`src/core/radio_timer_pkg.sv`:
```
package radio_timer_pkg;
  // clock rate in MHz, 100 ns period
  localparam int CLK_MHZ = 10;
  // transition times in microseconds, as printed
  localparam int WAKE_US = 420;
  localparam int WAKE_MAX_US = 1000;
  localparam int RESET_US = 26;
  localparam int SHORT_US = 1;
  localparam int INIT_LOCK_US = 170;
  localparam int INIT_LOCK_MAX_US = 370;
  localparam int CHAN_US = 11;
  localparam int CAL_US = 8;
  localparam int TX_RX_US = 32;
  localparam int RX_TX_US = 16;
  localparam int RND_US = 1;
  // signal-strength refresh per modulation
  localparam int RSSI_B20_US = 32;
  localparam int RSSI_B40_US = 24;
  localparam int RSSI_OQ_US = 8;
  // symbol periods per modulation
  localparam int SYM_B20_US = 50;
  localparam int SYM_B40_US = 25;
  localparam int SYM_OQ_US = 16;
  localparam int MEAS_SYMBOLS = 8;
  // derived cycle counts
  localparam int WAKE_CYC = WAKE_US * CLK_MHZ;
  localparam logic [15:0] RESET_CYC = 16'(RESET_US * CLK_MHZ);
  localparam logic [15:0] SHORT_CYC = 16'(SHORT_US * CLK_MHZ);
  localparam logic [15:0] INIT_CYC = 16'(INIT_LOCK_US * CLK_MHZ);
  localparam logic [15:0] CHAN_CYC = 16'(CHAN_US * CLK_MHZ);
  localparam logic [15:0] CAL_CYC = 16'(CAL_US * CLK_MHZ);
  localparam logic [15:0] TX_RX_CYC = 16'(TX_RX_US * CLK_MHZ);
  localparam logic [15:0] RX_TX_CYC = 16'(RX_TX_US * CLK_MHZ);
  localparam logic [15:0] RND_CYC = 16'(RND_US * CLK_MHZ);
  // register byte offsets
  localparam logic [7:0] A_STATUS = 8'h00;
  localparam logic [7:0] A_CMD = 8'h04;
  localparam logic [7:0] A_CFG = 8'h08;
  localparam logic [7:0] A_IRQ = 8'h0c;
  localparam logic [7:0] A_MASK = 8'h10;
  localparam logic [7:0] A_MEAS = 8'h14;
  localparam logic [7:0] A_CHAN = 8'h18;
  localparam logic [7:0] A_CAL = 8'h1c;
  localparam logic [7:0] A_DATA = 8'h20;
  // state report codes
  localparam logic [4:0] C_TX = 5'h02;
  localparam logic [4:0] C_RX = 5'h06;
  localparam logic [4:0] C_IDLE = 5'h08;
  localparam logic [4:0] C_PLL = 5'h09;
  localparam logic [4:0] C_SLEEP = 5'h0f;
  localparam logic [4:0] C_AACK = 5'h16;
  localparam logic [4:0] C_ARET = 5'h19;
  localparam logic [4:0] C_PEND = 5'h1f;
  // state commands
  localparam logic [4:0] CMD_NOP = 5'h00;
  localparam logic [4:0] CMD_SEND = 5'h02;
  localparam logic [4:0] CMD_FIDLE = 5'h03;
  localparam logic [4:0] CMD_FPLL = 5'h04;
  localparam logic [4:0] CMD_RX = 5'h06;
  localparam logic [4:0] CMD_IDLE = 5'h08;
  localparam logic [4:0] CMD_PLL = 5'h09;
  localparam logic [4:0] CMD_AACK = 5'h16;
  localparam logic [4:0] CMD_ARET = 5'h19;
  // modulation select
  localparam logic [1:0] MODE_B20 = 2'h0;
  localparam logic [1:0] MODE_B40 = 2'h1;
  localparam logic [1:0] MODE_RST = 2'h2;
  // interrupt bit positions
  localparam int IRQ_WAKE = 0;
  localparam int IRQ_TXEND = 1;
  localparam int IRQ_SCAN = 2;
  localparam int IRQ_CCA = 3;

  typedef enum logic [2:0] {
    st_reset, st_sleep, st_idle, st_pll, st_rx, st_aack, st_aret, st_tx
  } radio_state_type;

  // one symbol period in cycles
  function automatic logic [15:0] sym_cycles(logic [1:0] m);
    if (m == MODE_B20) return 16'(SYM_B20_US * CLK_MHZ);
    if (m == MODE_B40) return 16'(SYM_B40_US * CLK_MHZ);
    return 16'(SYM_OQ_US * CLK_MHZ);
  endfunction

  // signal-strength refresh period in cycles
  function automatic logic [15:0] rssi_cycles(logic [1:0] m);
    if (m == MODE_B20) return 16'(RSSI_B20_US * CLK_MHZ);
    if (m == MODE_B40) return 16'(RSSI_B40_US * CLK_MHZ);
    return 16'(RSSI_OQ_US * CLK_MHZ);
  endfunction
endpackage

```
`src/core/periodic_tick.sv`:
```
`timescale 1ns/100ps
// one-cycle enable every period cycles while run is high
module periodic_tick #(
  parameter int W = 16
) (
  input wire logic pclk,
  input wire logic presetn,
  input wire logic run,
  input wire logic [W-1:0] period,
  output logic tick
);
  logic [W-1:0] cnt; // cycles since last tick
  logic [W-1:0] next_cnt;

  if (W < 2) begin : g_chk
    $error("periodic_tick needs W of at least 2");
  end

  // a stopped timer restarts from zero, so phase follows run
  always_comb begin
    next_cnt = cnt + W'(1);
    if (!run || cnt >= period - W'(1)) begin
      next_cnt = '0;
    end
  end

  assign tick = run && (cnt >= period - W'(1));

  // counter register
  always_ff @(posedge pclk or negedge presetn) begin
    if (!presetn) begin
      cnt <= '0;
    end else begin
      cnt <= next_cnt;
    end
  end
endmodule

```
`src/core/radio_state_timer.sv`:
```
// Design decisions made here: register access over APB and the register offsets.
`timescale 1ns/100ps
module radio_state_timer #(
  parameter int WAKE_CYCLES = radio_timer_pkg::WAKE_CYC,
  parameter logic [7:0] CCA_LIMIT = 8'h40
) (
  input wire logic pclk,
  input wire logic presetn,
  input wire logic psel,
  input wire logic penable,
  input wire logic pwrite,
  input wire logic [7:0] paddr,
  input wire logic [31:0] pwdata,
  output logic [31:0] prdata,
  output logic pready,
  output logic pslverr,
  input wire logic sleep_tx_pin,
  input wire logic tx_frame_end,
  input wire logic [7:0] rssi_level,
  output logic irq
);
  typedef radio_timer_pkg::radio_state_type state_type;

  typedef struct packed {
    state_type cur; // settled state
    state_type dest; // target of a pending move
    logic pending; // transition under way
    logic [15:0] cnt; // transition down-counter
    logic rx_after; // listen once the frame ends
    logic [4:0] last_cmd; // last command written
    logic [1:0] mode; // modulation select
    logic [3:0] irq; // sticky events
    logic [3:0] mask; // event enables
    logic [2:0] pin_sync; // pin synchroniser
    logic pin_lvl; // filtered pin level
    logic scan_on; // energy scan running
    logic cca_on; // assessment running
    logic [2:0] sym_cnt; // symbols measured
    logic [10:0] acc; // strength sum
    logic [7:0] energy; // last scan or assessment result
    logic cca_done; // assessment finished
    logic cca_status; // channel found idle
    logic [7:0] rssi; // latest strength
    logic [15:0] rnd; // random value
    logic [7:0] chan; // channel number
    logic [31:0] prdata; // read data
    logic pslverr; // unmapped address
  } regs_type;

  regs_type r;
  regs_type next_r;
  logic us_tick; // microsecond enable
  logic rssi_tick; // strength refresh enable
  logic sym_tick; // symbol enable while measuring
  logic pin_rise; // filtered pin edge
  logic wr; // write in access phase
  logic [4:0] report; // visible state code
  logic [15:0] sym_len; // symbol length now

  if (WAKE_CYCLES < 1 || WAKE_CYCLES > 65535) begin : g_chk
    $error("WAKE_CYCLES must fit the 16-bit counter");
  end

  // load a timed transition toward d
  function automatic regs_type go(regs_type s, state_type d,
                                  logic [15:0] c);
    s.pending = 1'b1;
    s.dest = d;
    s.cnt = c;
    return s;
  endfunction

  // clocked radio states that accept routine moves
  function automatic logic live(state_type s);
    return s == radio_timer_pkg::st_pll || s == radio_timer_pkg::st_rx ||
           s == radio_timer_pkg::st_aack || s == radio_timer_pkg::st_aret;
  endfunction

  // receive states
  function automatic logic listening(state_type s);
    return s == radio_timer_pkg::st_rx || s == radio_timer_pkg::st_aack;
  endfunction

  // code for a settled state
  function automatic logic [4:0] code(state_type s);
    unique case (s)
      radio_timer_pkg::st_reset: return radio_timer_pkg::C_PEND;
      radio_timer_pkg::st_sleep: return radio_timer_pkg::C_SLEEP;
      radio_timer_pkg::st_idle: return radio_timer_pkg::C_IDLE;
      radio_timer_pkg::st_pll: return radio_timer_pkg::C_PLL;
      radio_timer_pkg::st_rx: return radio_timer_pkg::C_RX;
      radio_timer_pkg::st_aack: return radio_timer_pkg::C_AACK;
      radio_timer_pkg::st_aret: return radio_timer_pkg::C_ARET;
      radio_timer_pkg::st_tx: return radio_timer_pkg::C_TX;
    endcase
  endfunction

  assign wr = psel && penable && pwrite;
  assign pready = 1'b1;
  assign prdata = r.prdata;
  assign pslverr = r.pslverr;
  assign sym_len = radio_timer_pkg::sym_cycles(r.mode);
  assign report = r.pending ? radio_timer_pkg::C_PEND : code(r.cur);
  assign irq = |(r.irq & r.mask);
  // edge counts only once second and third stages agree
  assign pin_rise = (r.pin_sync[1] == r.pin_sync[2]) && r.pin_sync[2] &&
                    !r.pin_lvl;

  // microsecond enable for the random value
  periodic_tick #(.W(16)) u_us_tick (
    .pclk(pclk),
    .presetn(presetn),
    .run(1'b1),
    .period(radio_timer_pkg::RND_CYC),
    .tick(us_tick)
  );

  // strength refresh only in settled receive states
  periodic_tick #(.W(16)) u_rssi_tick (
    .pclk(pclk),
    .presetn(presetn),
    .run(listening(r.cur) && !r.pending),
    .period(radio_timer_pkg::rssi_cycles(r.mode)),
    .tick(rssi_tick)
  );

  // symbol pacing for scan and assessment
  periodic_tick #(.W(16)) u_sym_tick (
    .pclk(pclk),
    .presetn(presetn),
    .run(r.scan_on || r.cca_on),
    .period(sym_len),
    .tick(sym_tick)
  );

  // next-state logic for the whole block
  always_comb begin
    next_r = r;
    // bus clears come first so a same-cycle event wins
    if (wr && paddr == radio_timer_pkg::A_IRQ) begin
      next_r.irq = r.irq & ~pwdata[3:0];
    end
    if (wr && paddr == radio_timer_pkg::A_MASK) begin
      next_r.mask = pwdata[3:0];
    end
    if (wr && paddr == radio_timer_pkg::A_CFG) begin
      next_r.mode = pwdata[1:0];
    end
    // stage 0 feeds only stage 1
    next_r.pin_sync = {r.pin_sync[1:0], sleep_tx_pin};
    if (r.pin_sync[1] == r.pin_sync[2]) begin
      next_r.pin_lvl = r.pin_sync[2];
    end
    if (us_tick) begin
      next_r.rnd = {r.rnd[14:0],
                    ~(r.rnd[15] ^ r.rnd[13] ^ r.rnd[12] ^ r.rnd[10])};
    end
    if (rssi_tick) begin
      next_r.rssi = rssi_level;
    end
    // transition counter, completes on reaching zero
    if (r.pending) begin
      if (r.cnt <= 16'h0001) begin
        next_r.cnt = '0;
        next_r.pending = 1'b0;
        next_r.cur = r.dest;
        if (r.cur == radio_timer_pkg::st_sleep) begin
          next_r.irq[radio_timer_pkg::IRQ_WAKE] = 1'b1;
        end
      end else begin
        next_r.cnt = r.cnt - 16'h0001;
      end
    end
    // frame end: settle back to lock or listen
    if (r.cur == radio_timer_pkg::st_tx && !r.pending && tx_frame_end) begin
      next_r = go(next_r, r.rx_after ? radio_timer_pkg::st_rx :
                  radio_timer_pkg::st_pll, radio_timer_pkg::TX_RX_CYC);
      next_r.rx_after = 1'b0;
      next_r.irq[radio_timer_pkg::IRQ_TXEND] = 1'b1;
    end
    // pin: sleep from idle, wake from sleep, send from lock
    if (!r.pending) begin
      if (r.cur == radio_timer_pkg::st_idle && r.pin_lvl) begin
        next_r.cur = radio_timer_pkg::st_sleep;
      end else if (r.cur == radio_timer_pkg::st_sleep && !r.pin_lvl) begin
        next_r = go(next_r, radio_timer_pkg::st_idle,
                    16'(WAKE_CYCLES));
      end else if (r.cur == radio_timer_pkg::st_pll && pin_rise) begin
        next_r = go(next_r, radio_timer_pkg::st_tx, sym_len);
      end
    end
    // state command decode
    if (wr && paddr == radio_timer_pkg::A_CMD) begin
      next_r.last_cmd = pwdata[4:0];
      unique case (pwdata[4:0])
        radio_timer_pkg::CMD_FIDLE: begin
          // forced idle overrides even a pending move
          if (r.cur != radio_timer_pkg::st_sleep &&
              r.cur != radio_timer_pkg::st_reset) begin
            next_r = go(next_r, radio_timer_pkg::st_idle,
                        radio_timer_pkg::SHORT_CYC);
            next_r.rx_after = 1'b0; // stale listen request dies here
          end
        end
        radio_timer_pkg::CMD_FPLL: begin
          // not while unclocked or heading to idle or sleep
          if ((live(r.cur) || r.cur == radio_timer_pkg::st_tx) &&
              !(r.pending && r.dest == radio_timer_pkg::st_idle)) begin
            next_r = go(next_r, radio_timer_pkg::st_pll,
                        radio_timer_pkg::SHORT_CYC);
            next_r.rx_after = 1'b0;
          end
        end
        radio_timer_pkg::CMD_SEND: begin
          if (!r.pending && r.cur == radio_timer_pkg::st_pll) begin
            next_r = go(next_r, radio_timer_pkg::st_tx, sym_len);
          end else if (!r.pending && r.cur == radio_timer_pkg::st_rx) begin
            next_r = go(next_r, radio_timer_pkg::st_tx,
                        radio_timer_pkg::RX_TX_CYC + sym_len);
          end
        end
        radio_timer_pkg::CMD_RX: begin
          if (r.cur == radio_timer_pkg::st_tx ||
              (r.pending && r.dest == radio_timer_pkg::st_tx)) begin
            next_r.rx_after = 1'b1;
          end else if (!r.pending && r.cur == radio_timer_pkg::st_idle) begin
            next_r = go(next_r, radio_timer_pkg::st_rx,
                        radio_timer_pkg::INIT_CYC);
          end else if (!r.pending && r.cur == radio_timer_pkg::st_pll) begin
            next_r = go(next_r, radio_timer_pkg::st_rx,
                        radio_timer_pkg::SHORT_CYC);
          end
        end
        radio_timer_pkg::CMD_PLL: begin
          if (!r.pending && r.cur == radio_timer_pkg::st_idle) begin
            next_r = go(next_r, radio_timer_pkg::st_pll,
                        radio_timer_pkg::INIT_CYC);
          end else if (!r.pending && live(r.cur) &&
                       r.cur != radio_timer_pkg::st_pll) begin
            next_r = go(next_r, radio_timer_pkg::st_pll,
                        radio_timer_pkg::SHORT_CYC);
          end
        end
        radio_timer_pkg::CMD_IDLE: begin
          if (!r.pending && live(r.cur)) begin
            next_r = go(next_r, radio_timer_pkg::st_idle,
                        radio_timer_pkg::SHORT_CYC);
          end
        end
        radio_timer_pkg::CMD_AACK, radio_timer_pkg::CMD_ARET: begin
          if (!r.pending && r.cur == radio_timer_pkg::st_pll) begin
            next_r = go(next_r, pwdata[4:0] == radio_timer_pkg::CMD_AACK ?
                        radio_timer_pkg::st_aack : radio_timer_pkg::st_aret,
                        radio_timer_pkg::SHORT_CYC);
          end
        end
        default: begin
          // no-op and reserved codes start nothing
        end
      endcase
    end
    // channel change and calibration hold the state pending
    if (wr && paddr == radio_timer_pkg::A_CHAN) begin
      next_r.chan = pwdata[7:0];
      if (!r.pending && live(r.cur)) begin
        next_r = go(next_r, r.cur, radio_timer_pkg::CHAN_CYC);
      end
    end
    if (wr && paddr == radio_timer_pkg::A_CAL && pwdata[0] &&
        !r.pending && live(r.cur)) begin
      next_r = go(next_r, r.cur, radio_timer_pkg::CAL_CYC);
    end
    // measurement start, only while listening
    if (wr && paddr == radio_timer_pkg::A_MEAS && !r.pending &&
        listening(r.cur) && pwdata[1:0] != 2'h0) begin
      next_r.scan_on = pwdata[0];
      next_r.cca_on = pwdata[1];
      next_r.sym_cnt = '0;
      next_r.acc = '0;
      next_r.cca_done = 1'b0;
    end
    // average eight symbol samples
    if (sym_tick) begin
      next_r.acc = r.acc + {3'h0, r.rssi};
      next_r.sym_cnt = r.sym_cnt + 3'h1;
      if (r.sym_cnt == 3'(radio_timer_pkg::MEAS_SYMBOLS - 1)) begin
        next_r.energy = next_r.acc[10:3];
        next_r.scan_on = 1'b0;
        next_r.cca_on = 1'b0;
        if (r.scan_on) begin
          next_r.irq[radio_timer_pkg::IRQ_SCAN] = 1'b1;
        end
        if (r.cca_on) begin
          next_r.cca_done = 1'b1;
          next_r.cca_status = next_r.acc[10:3] < CCA_LIMIT;
          next_r.irq[radio_timer_pkg::IRQ_CCA] = 1'b1;
        end
      end
    end
    // leaving receive aborts a measurement
    if (!listening(r.cur) || r.pending) begin
      next_r.scan_on = 1'b0;
      next_r.cca_on = 1'b0;
    end
    // read data captured in the setup phase
    if (psel && !penable) begin
      next_r.pslverr = 1'b0;
      unique case (paddr)
        radio_timer_pkg::A_STATUS:
          next_r.prdata = {24'h0, r.cca_done, r.cca_status, 1'b0, report};
        radio_timer_pkg::A_CMD: next_r.prdata = {27'h0, r.last_cmd};
        radio_timer_pkg::A_CFG: next_r.prdata = {30'h0, r.mode};
        radio_timer_pkg::A_IRQ: next_r.prdata = {28'h0, r.irq};
        radio_timer_pkg::A_MASK: next_r.prdata = {28'h0, r.mask};
        radio_timer_pkg::A_MEAS:
          next_r.prdata = {30'h0, r.cca_on, r.scan_on};
        radio_timer_pkg::A_CHAN: next_r.prdata = {24'h0, r.chan};
        radio_timer_pkg::A_CAL: next_r.prdata = 32'h0;
        radio_timer_pkg::A_DATA:
          next_r.prdata = {r.rnd, r.energy, r.rssi};
        default: begin
          next_r.prdata = 32'h0;
          next_r.pslverr = 1'b1;
        end
      endcase
    end
  end

  // state register; reset walks to idle
  always_ff @(posedge pclk or negedge presetn) begin
    if (!presetn) begin
      r <= '0;
      r.pending <= 1'b1;
      r.dest <= radio_timer_pkg::st_idle;
      r.cnt <= radio_timer_pkg::RESET_CYC;
      r.mode <= radio_timer_pkg::MODE_RST;
    end else begin
      r <= next_r;
    end
  end
endmodule

```
`config.mk`:
```
export PLATFORM = sky130hd
export DESIGN_NAME = radio_state_timer
export DESIGN_NICKNAME = d
export VERILOG_FILES = /design/src/core/radio_timer_pkg.sv /design/src/core/periodic_tick.sv /design/src/core/radio_state_timer.sv
export SDC_FILE = /design/constraint.sdc
export NUM_CORES = 1
export LEC_CHECK = 0
export CORE_MARGIN = 5
export CORE_UTILIZATION = 56
export CTS_BUF_LIST = sky130_fd_sc_hd__clkbuf_4
export DETAILED_ROUTE_END_ITERATION = 16
export DONT_BUFFER_PORTS = 1
export PLACE_DENSITY = 0.71
export SLEW_MARGIN = 20
export SYNTH_ARGS = -nofsm -noshare
export SYNTH_HDL_FRONTEND = slang
export SYNTH_HIERARCHICAL = 1
export SYNTH_SLANG_ARGS = --single-unit
```
`constraint.sdc`:
```
create_clock -name pclk -period 4.7 [get_ports pclk]
set_input_delay 0.47 -clock pclk [delete_from_list [all_inputs] [get_ports pclk]]
set_output_delay 0.47 -clock pclk [all_outputs]
set_load 0.01 [all_outputs]
```
==> results of run 1 <==
==> flip-flops by register name, indices dropped and copies added (netlist names) <==
register and cells:
r 101, prdata 32, u_rssi_tick/cnt 16, u_sym_tick/cnt 16, u_us_tick/cnt 16, pslverr 1
==> synth_stat cells, types with 4 or more instances <==
cell        n
nor4_2      9
o31ai_1     4
and3_1      9
and3b_1     5
xnor2_1    60
o41a_1      4
a21o_1     10
nor2_2      9
nor3b_2     7
nor2b_1    17
ha_1       72
nor2_1     80
nand3_1    33
nor3_1     39
nand2_1   155
or2_2       5
clkbuf_1   24
mux2_2     56
o211ai_1    8
nor3_2      7
xor2_1     42
inv_1      34
o21a_1      7
nand4_1    14
nand2b_1   17
and2_1      9
dfrtp_1   177
dfstp_2     5
a21oi_1    40
o32ai_1     6
o21ai_0    62
buf_6       6
and4_1      5
o21ai_1     8
a22o_1      5
nor2_4     12
a211oi_1   11
mux2i_1    16
a31oi_1     7
o22ai_1     6
buf_2       9
buf_4      40
nor4_1     22
a32oi_1     6
==> tightest hold or removal path, stage by stage <==
cell	delay, ps
nand2_1	50
nand2_1	50
o21ai_0	60
==> through the flow <==
step                worst slack, ps  power [mW]
finish                          693        3.29
global route                    374        3.46
CTS                             663        3.31
detailed placement              696        2.26
global placement                816        2.25
floorplan                       691        2.17
==> report_power, final <==
part           total [mW]  leakage [nW]  switching (mW)  internal [mW]
logic               0.546          3.10           0.297          0.249
clock network       0.992         0.178           0.708          0.284
registers            1.75          2.48           0.104           1.64
==> worst paths after layout <==
check | from | to | slack [ps] | cells past startpoint
min in group asynchronous | presetn | r[99] | 510 | 2
max | r[104] | r[65] | 690 | 12
max in group asynchronous | presetn | r[117] | 3390 | 2
min | pwdata[0] | r[99] | 60 | 3
max reg2reg | r[104] | r[65] | 690 | 12
min reg2reg | r[92] | r[93] | 370 | 0
==> layer usage <==
| layer | track usage (%) | vias up |
|---|---|---|
| met5 | 0 | - |
| met4 | 5.43 | 0 |
| met3 | 4.97 | 35 |
| met2 | 34.7 | 255 |
| met1 | 31.5 | 4586 |
| li1 | - | 4668 |
==> layout make-up <==
cell class	count	area [um^2]	area share [%]
Antenna cell	4	10.0	0.0748
Clock buffer	17	128	0.954
Clock inverter	15	224	1.67
Inverter	34	128	0.954
Multi-Input combinational cell	1105	7710	57.6
Sequential cell	182	4560	34.1
Tap cell	280	350	2.62
Timing Repair Buffer	27	268	2.00
==> placed cells by master, fill, tap and decap left out, types with 18 or more instances in the layout <==
cell type	synthesis	final
nand2_1	155	155
mux2_2	56	56
ha_1	72	72
dfrtp_1	177	177
nor2_1	80	80
inv_1	34	34
conb_1	2	116
dlygate4sd3_1	0	18
nand3_1	33	33
xor2_1	42	42
o21ai_0	62	62
nor4_1	22	22
a21oi_1	40	40
xnor2_1	60	60
nor3_1	39	39
==> cells by family after synthesis <==
group,after synthesis,share of synthesized area (%)
adders and majority gates,73,7.38
DFF,182,36.6
other,2,0.0602
muxes,72,6.34
xor gates and xnor gates,102,7.16
and+or+nand+nor,497,22.8
AOI/OAI and AO/OA,245,14.6
buffers and inverters,114,5.09
==> run_summary.xml, run 1 <==
<?xml version="1.0" encoding="UTF-8"?>
<metrics>
  <group name="layout">
    <metric name="layout-drive-gt1-share" unit="%">14.1</metric>
    <metric name="finalNetCount" unit="">1495</metric>
    <metric name="non_filler_cells_in_the_finished_layout" unit="">1664</metric>
    <metric name="final_util" unit="%">61.1</metric>
    <metric name="finish.instance_area" unit="um^2">13400</metric>
    <metric name="layout.filler_cells" unit="">1866</metric>
    <metric name="areaGrowthSynthToFinish" unit="%">7.29</metric>
  </group>
  <group name="clock_network">
    <metric name="tritoncts" unit="">yes</metric>
    <metric name="cts.hold.buffers_added" unit="">19</metric>
    <metric name="cts_repair_resize_count" unit="">0</metric>
    <metric name="cts_root_buffer" unit="">clkbuf_4</metric>
    <metric name="cts.sink_count" unit="">182</metric>
    <metric name="clk_latency" unit="ps">610</metric>
    <metric name="cts_setup_buffers" unit="">0</metric>
    <metric name="buffers_from_clock_root_to_sink_at_most" unit="">2</metric>
    <metric name="htreeDepth" unit="">4</metric>
    <metric name="worst_path_clk_slew" unit="ps">180</metric>
    <metric name="cts_buffers" unit="">17</metric>
  </group>
  <group name="detailed_routing">
    <metric name="drtIter0Drc" unit="">738</metric>
    <metric name="met2WireLength" unit="um">12900</metric>
    <metric name="wl_met1" unit="um">13100</metric>
    <metric name="vias" unit="">9544</metric>
    <metric name="top_signal_layer_used" unit="">met4</metric>
    <metric name="totalWireLength" unit="um">28100</metric>
    <metric name="drt_pass1_iterations" unit="">5</metric>
    <metric name="dr_wl_met3" unit="um">1590</metric>
    <metric name="detail_route.wl_per_cell" unit="um">16.9</metric>
    <metric name="drc" unit="">0</metric>
    <metric name="post_drt_via_cell_ratio" unit="">5.74</metric>
    <metric name="final_antenna_net_count" unit="">0</metric>
  </group>
  <group name="logic_synthesis">
    <metric name="yosys_most_used_dff" unit="">dfrtp_1</metric>
    <metric name="yosysWarningCount" unit="">6</metric>
    <metric name="syn-instance-count" unit="">1287</metric>
    <metric name="synth.ff_latch_count" unit="">182</metric>
    <metric name="post-synth-top-area-fraction" unit="%">35.5</metric>
    <metric name="netlist_area" unit="um^2">12500</metric>
    <metric name="edff_count_synth" unit="">0</metric>
    <metric name="post_synth_main_area_contributors" unit="">dfrtp_1, ha_1, mux2_2</metric>
    <metric name="synth_cell_type_count" unit="">114</metric>
    <metric name="syn-mean-instance-area" unit="um^2">9.69</metric>
    <metric name="synth_top_area_cell" unit="">dfrtp_1</metric>
    <metric name="portion_of_the_post_synthesis_area_used_by_sequential_elements" unit="%">36.6</metric>
    <metric name="postSynth.asyncResetShare" unit="%">100</metric>
  </group>
  <group name="worst_setup_path">
    <metric name="required_time_of_the_worst_setup_path" unit="ps">5210</metric>
    <metric name="path_cells" unit="">nor2b_1 &gt; nor3_1 &gt; nand2_1 &gt; xor2_1 &gt; ha_1 &gt; a21oi_1 &gt; o21a_1 &gt; o22ai_2 &gt; o31a_2 &gt; and2_0 &gt; nand2_1 &gt; o31ai_1</metric>
    <metric name="cpMaxStageDelayCell" unit="">and2_0</metric>
    <metric name="worst-path-buf-inv" unit="">0</metric>
    <metric name="worst_setup_path_end_kind" unit="">register</metric>
    <metric name="cp_top_family" unit="">simple AND/OR/NAND/NOR gates</metric>
    <metric name="critical_path_class" unit="">register to register</metric>
    <metric name="critPathMostFrequentCell" unit="">nand2_1</metric>
    <metric name="arrival" unit="ps">4520</metric>
    <metric name="cp_slowest_stage_delay" unit="ps">680</metric>
    <metric name="critical_path_peak_fanout" unit="">17</metric>
    <metric name="critPathLaunchType" unit="">register</metric>
  </group>
  <group name="global_routing">
    <metric name="antenna_found_initial" unit="">4</metric>
    <metric name="via_count_of_the_first_global_routing_pass" unit="">9243</metric>
    <metric name="global_route_wire_length_before_repair" unit="um">47500</metric>
    <metric name="grtUsageTotal" unit="%">22.2</metric>
    <metric name="global_route.overflow_total" unit="">0</metric>
    <metric name="maximum_number_of_pins_on_one_net_before_global_route_repair" unit="">183</metric>
  </group>
  <group name="sta">
    <metric name="period_minus_slack" unit="ps">4010</metric>
    <metric name="maxClockFrequency" unit="MHz">250</metric>
    <metric name="setup_total_negative_slack" unit="ps">0</metric>
    <metric name="setup_viol" unit="">0</metric>
    <metric name="fin_hold_ws" unit="ps">60.9</metric>
    <metric name="timing.final.crit_share" unit="%">85.3</metric>
    <metric name="setup_repair_after_global_routing_missed_its_margin" unit="">no</metric>
    <metric name="final.setup_skew" unit="ps">32.0</metric>
    <metric name="final_max_slew_viol_count" unit="">0</metric>
    <metric name="hold_viol_final" unit="">0</metric>
    <metric name="maxSlewHeadroom" unit="%">27.6</metric>
    <metric name="worstMarginPinSlew" unit="ps">1080</metric>
  </group>
  <group name="die">
    <metric name="die_h" unit="um">159</metric>
    <metric name="io_pins" unit="">90</metric>
    <metric name="fp.coreArea" unit="um^2">21900</metric>
    <metric name="placement_rows" unit="">54</metric>
    <metric name="initial_core_util" unit="%">57.0</metric>
    <metric name="die_width" unit="um">159</metric>
    <metric name="dieArea" unit="um^2">25400</metric>
  </group>
  <group name="placed_design">
    <metric name="place_inst" unit="">1609</metric>
    <metric name="gp_congestion" unit="">0.928</metric>
    <metric name="hpwl" unit="um">20500</metric>
    <metric name="placement.io_buffers" unit="">0</metric>
    <metric name="placed_area" unit="um^2">12800</metric>
  </group>
  <group name="run">
    <metric name="drv.max_cap_violation_count" unit="">0</metric>
  </group>
  <group name="power_and_ir_drop">
    <metric name="vdd_ir_drop_max" unit="mV">0.184</metric>
    <metric name="power_leakage" unit="nW">5.76</metric>
    <metric name="power_per_cell_area" unit="nW/um^2">246</metric>
  </group>
  <group name="status">
    <metric name="run_status" unit="">finished clean</metric>
  </group>
  <group name="min_path">
    <metric name="hold_path_class" unit="">primary input to register</metric>
  </group>
</metrics>
Note: power is estimated with default switching activity, not from simulation.
==> run 2, diff against run 1 <==
--- a/config.mk
+++ b/config.mk
@@ -6,4 +6,5 @@
 export NUM_CORES = 1
 export LEC_CHECK = 0
+export CAP_MARGIN = 25
 export CORE_MARGIN = 5
 export CORE_UTILIZATION = 56
==> constraint.sdc (replaced) <==
create_clock -name pclk -period 4.7 [get_ports pclk]
set_input_delay 0.235 -clock pclk [delete_from_list [all_inputs] [get_ports pclk]]
set_output_delay 0.235 -clock pclk [all_outputs]
set_load 0.01 [all_outputs]
==> run 2 against run 1 <==
Maximum frequency is 0.69% lower. Critical path depth increased by 2. Combinational power up 2%.
==> run_summary.xml, run 2 (synthesis gave the netlist of run 1 again) <==
<?xml version="1.0" encoding="UTF-8"?>
<metrics>
  <group name="status">
    <metric name="run_status" unit="">finished clean</metric>
  </group>
  <group name="clock_network">
    <metric name="cts_buffers" unit="">17</metric>
    <metric name="cts_setup_buffers" unit="">0</metric>
    <metric name="worst_path_clk_slew" unit="ps">180</metric>
    <metric name="cts.sink_count" unit="">182</metric>
    <metric name="cts_root_buffer" unit="">clkbuf_4</metric>
    <metric name="cts_repair_resize_count" unit="">0</metric>
    <metric name="clk_latency" unit="ps">620</metric>
    <metric name="htreeDepth" unit="">4</metric>
    <metric name="tritoncts" unit="">yes</metric>
    <metric name="buffers_from_clock_root_to_sink_at_most" unit="">2</metric>
    <metric name="cts.hold.buffers_added" unit="">25</metric>
  </group>
  <group name="worst_setup_path">
    <metric name="critPathMostFrequentCell" unit="">ha_1</metric>
    <metric name="worst_setup_path_end_kind" unit="">register</metric>
    <metric name="critPathLaunchType" unit="">register</metric>
    <metric name="arrival" unit="ps">4570</metric>
    <metric name="path_cells" unit="">nor2b_1 &gt; inv_1 &gt; ha_1 &gt; nand2b_1 &gt; nor2_1 &gt; xnor2_1 &gt; ha_1 &gt; a21oi_1 &gt; o21a_1 &gt; o22ai_2 &gt; o31a_2 &gt; and2_0 &gt; nand2_1 &gt; o31ai_1</metric>
    <metric name="critical_path_class" unit="">register to register</metric>
    <metric name="cp_top_family" unit="">simple AND/OR/NAND/NOR gates</metric>
    <metric name="cp_slowest_stage_delay" unit="ps">680</metric>
    <metric name="required_time_of_the_worst_setup_path" unit="ps">5230</metric>
    <metric name="critical_path_peak_fanout" unit="">17</metric>
    <metric name="worst-path-buf-inv" unit="">1</metric>
    <metric name="cpMaxStageDelayCell" unit="">and2_0</metric>
  </group>
  <group name="placed_design">
    <metric name="hpwl" unit="um">20400</metric>
    <metric name="placement.io_buffers" unit="">0</metric>
    <metric name="detailedPlace.worstSlack" unit="ps">673</metric>
    <metric name="gp_congestion" unit="">0.905</metric>
    <metric name="placed_area" unit="um^2">12800</metric>
  </group>
  <group name="sta">
    <metric name="final.setup_skew" unit="ps">27.3</metric>
    <metric name="period_minus_slack" unit="ps">4030</metric>
    <metric name="maxClockFrequency" unit="MHz">248</metric>
    <metric name="timing.final.ws_setup" unit="ps">665</metric>
    <metric name="worstMarginPinSlew" unit="ps">924</metric>
    <metric name="maxSlewHeadroom" unit="%">38.4</metric>
    <metric name="final_max_slew_viol_count" unit="">0</metric>
    <metric name="setup_repair_after_global_routing_missed_its_margin" unit="">no</metric>
    <metric name="timing.final.crit_share" unit="%">85.8</metric>
    <metric name="fin_hold_ws" unit="ps">44.1</metric>
    <metric name="setup_viol" unit="">0</metric>
    <metric name="setup_total_negative_slack" unit="ps">0</metric>
    <metric name="hold_viol_final" unit="">0</metric>
  </group>
  <group name="global_routing">
    <metric name="global_route_wire_length_before_repair" unit="um">47000</metric>
    <metric name="via_count_of_the_first_global_routing_pass" unit="">9149</metric>
    <metric name="maximum_number_of_pins_on_one_net_before_global_route_repair" unit="">183</metric>
    <metric name="grtUsageTotal" unit="%">22.2</metric>
    <metric name="global_route.overflow_total" unit="">0</metric>
    <metric name="antenna_found_initial" unit="">3</metric>
  </group>
  <group name="layout">
    <metric name="finalNetCount" unit="">1502</metric>
    <metric name="largest_register" unit="">r</metric>
    <metric name="areaGrowthSynthToFinish" unit="%">7.80</metric>
    <metric name="layout_commonest_cell" unit="">dfrtp_1</metric>
    <metric name="layout-drive-gt1-share" unit="%">14.1</metric>
    <metric name="layout.cells.most_common_list" unit="">dfrtp_1, nand2_1, conb_1</metric>
    <metric name="largest_register_ffs" unit="">101</metric>
    <metric name="finish.instance_area" unit="um^2">13400</metric>
  </group>
  <group name="detailed_routing">
    <metric name="detail_route.wl_per_cell" unit="um">16.9</metric>
    <metric name="post_drt_via_cell_ratio" unit="">5.69</metric>
    <metric name="drc" unit="">0</metric>
    <metric name="drt_pass1_iterations" unit="">5</metric>
    <metric name="final_antenna_net_count" unit="">0</metric>
    <metric name="totalWireLength" unit="um">28300</metric>
    <metric name="vias" unit="">9494</metric>
    <metric name="drtIter0Drc" unit="">728</metric>
  </group>
  <group name="power_and_ir_drop">
    <metric name="power_per_cell_area" unit="nW/um^2">245</metric>
    <metric name="vdd_ir_drop_max" unit="mV">0.151</metric>
    <metric name="power_leakage" unit="nW">5.80</metric>
  </group>
  <group name="die">
    <metric name="initial_core_util" unit="%">57.0</metric>
    <metric name="placement_rows" unit="">54</metric>
    <metric name="die_width" unit="um">159</metric>
    <metric name="fp.coreArea" unit="um^2">21900</metric>
    <metric name="die_h" unit="um">159</metric>
    <metric name="io_pins" unit="">90</metric>
    <metric name="dieArea" unit="um^2">25400</metric>
  </group>
  <group name="min_path">
    <metric name="hold_path_class" unit="">primary input to register</metric>
  </group>
  <group name="run">
    <metric name="drv.max_cap_violation_count" unit="">0</metric>
  </group>
</metrics>
run 2: final timing paths:
check | start | endpoint | slack (ps) | depth (start not counted)
max in group asynchronous | presetn | u_sym_tick/cnt[2] | 3720 | 2
min | paddr[3] | prdata[3] | 40 | 4
max reg2reg | r[103] | r[65] | 670 | 14
min in group asynchronous | presetn | r[114] | 350 | 2
min reg2reg | r[92] | r[93] | 390 | 0
max | r[103] | r[65] | 670 | 14
run 2: power by group:
part	switching [mW]	internal [mW]
logic	0.303	0.252
registers	0.104	1.64
clock network	0.712	0.283
run 2: metrics by stage:
stage,instances,utilization [%],total power [mW]
6_report,1670,61.4,3.30
5_1_grt,1670,61.4,3.47
4_1_cts,1666,61.3,3.33
3_5_place_dp,1609,58.5,2.26
3_3_place_gp,1609,58.5,2.25
2_1_floorplan,1401,-,2.17
run 2: worst min-delay path: stages:
cell and delay [ps]:
mux2i_1 50, o22ai_1 120, a211oi_1 80, o21ai_0 140
run 2: area by class of cell:
class | count | area (um^2)
timing repair buffer | 34 | 339
fill | 1880 | 8440
sequential | 182 | 4560
clock buffer | 17 | 128
inverter | 34 | 128
clock inverter | 15 | 219
antenna | 3 | 7.51
multi-input combinational | 1105 | 7710
tap | 280 | 350
run 2: layer usage:
metal  vias to the layer above  global-route usage (%)  wire [um]
met5                         -                       0          0
met4                         0                    6.44        555
met3                        36                    4.71       1730
met2                       261                    34.6      12800
met1                      4522                    31.5      13200
li1                       4675                       -          -
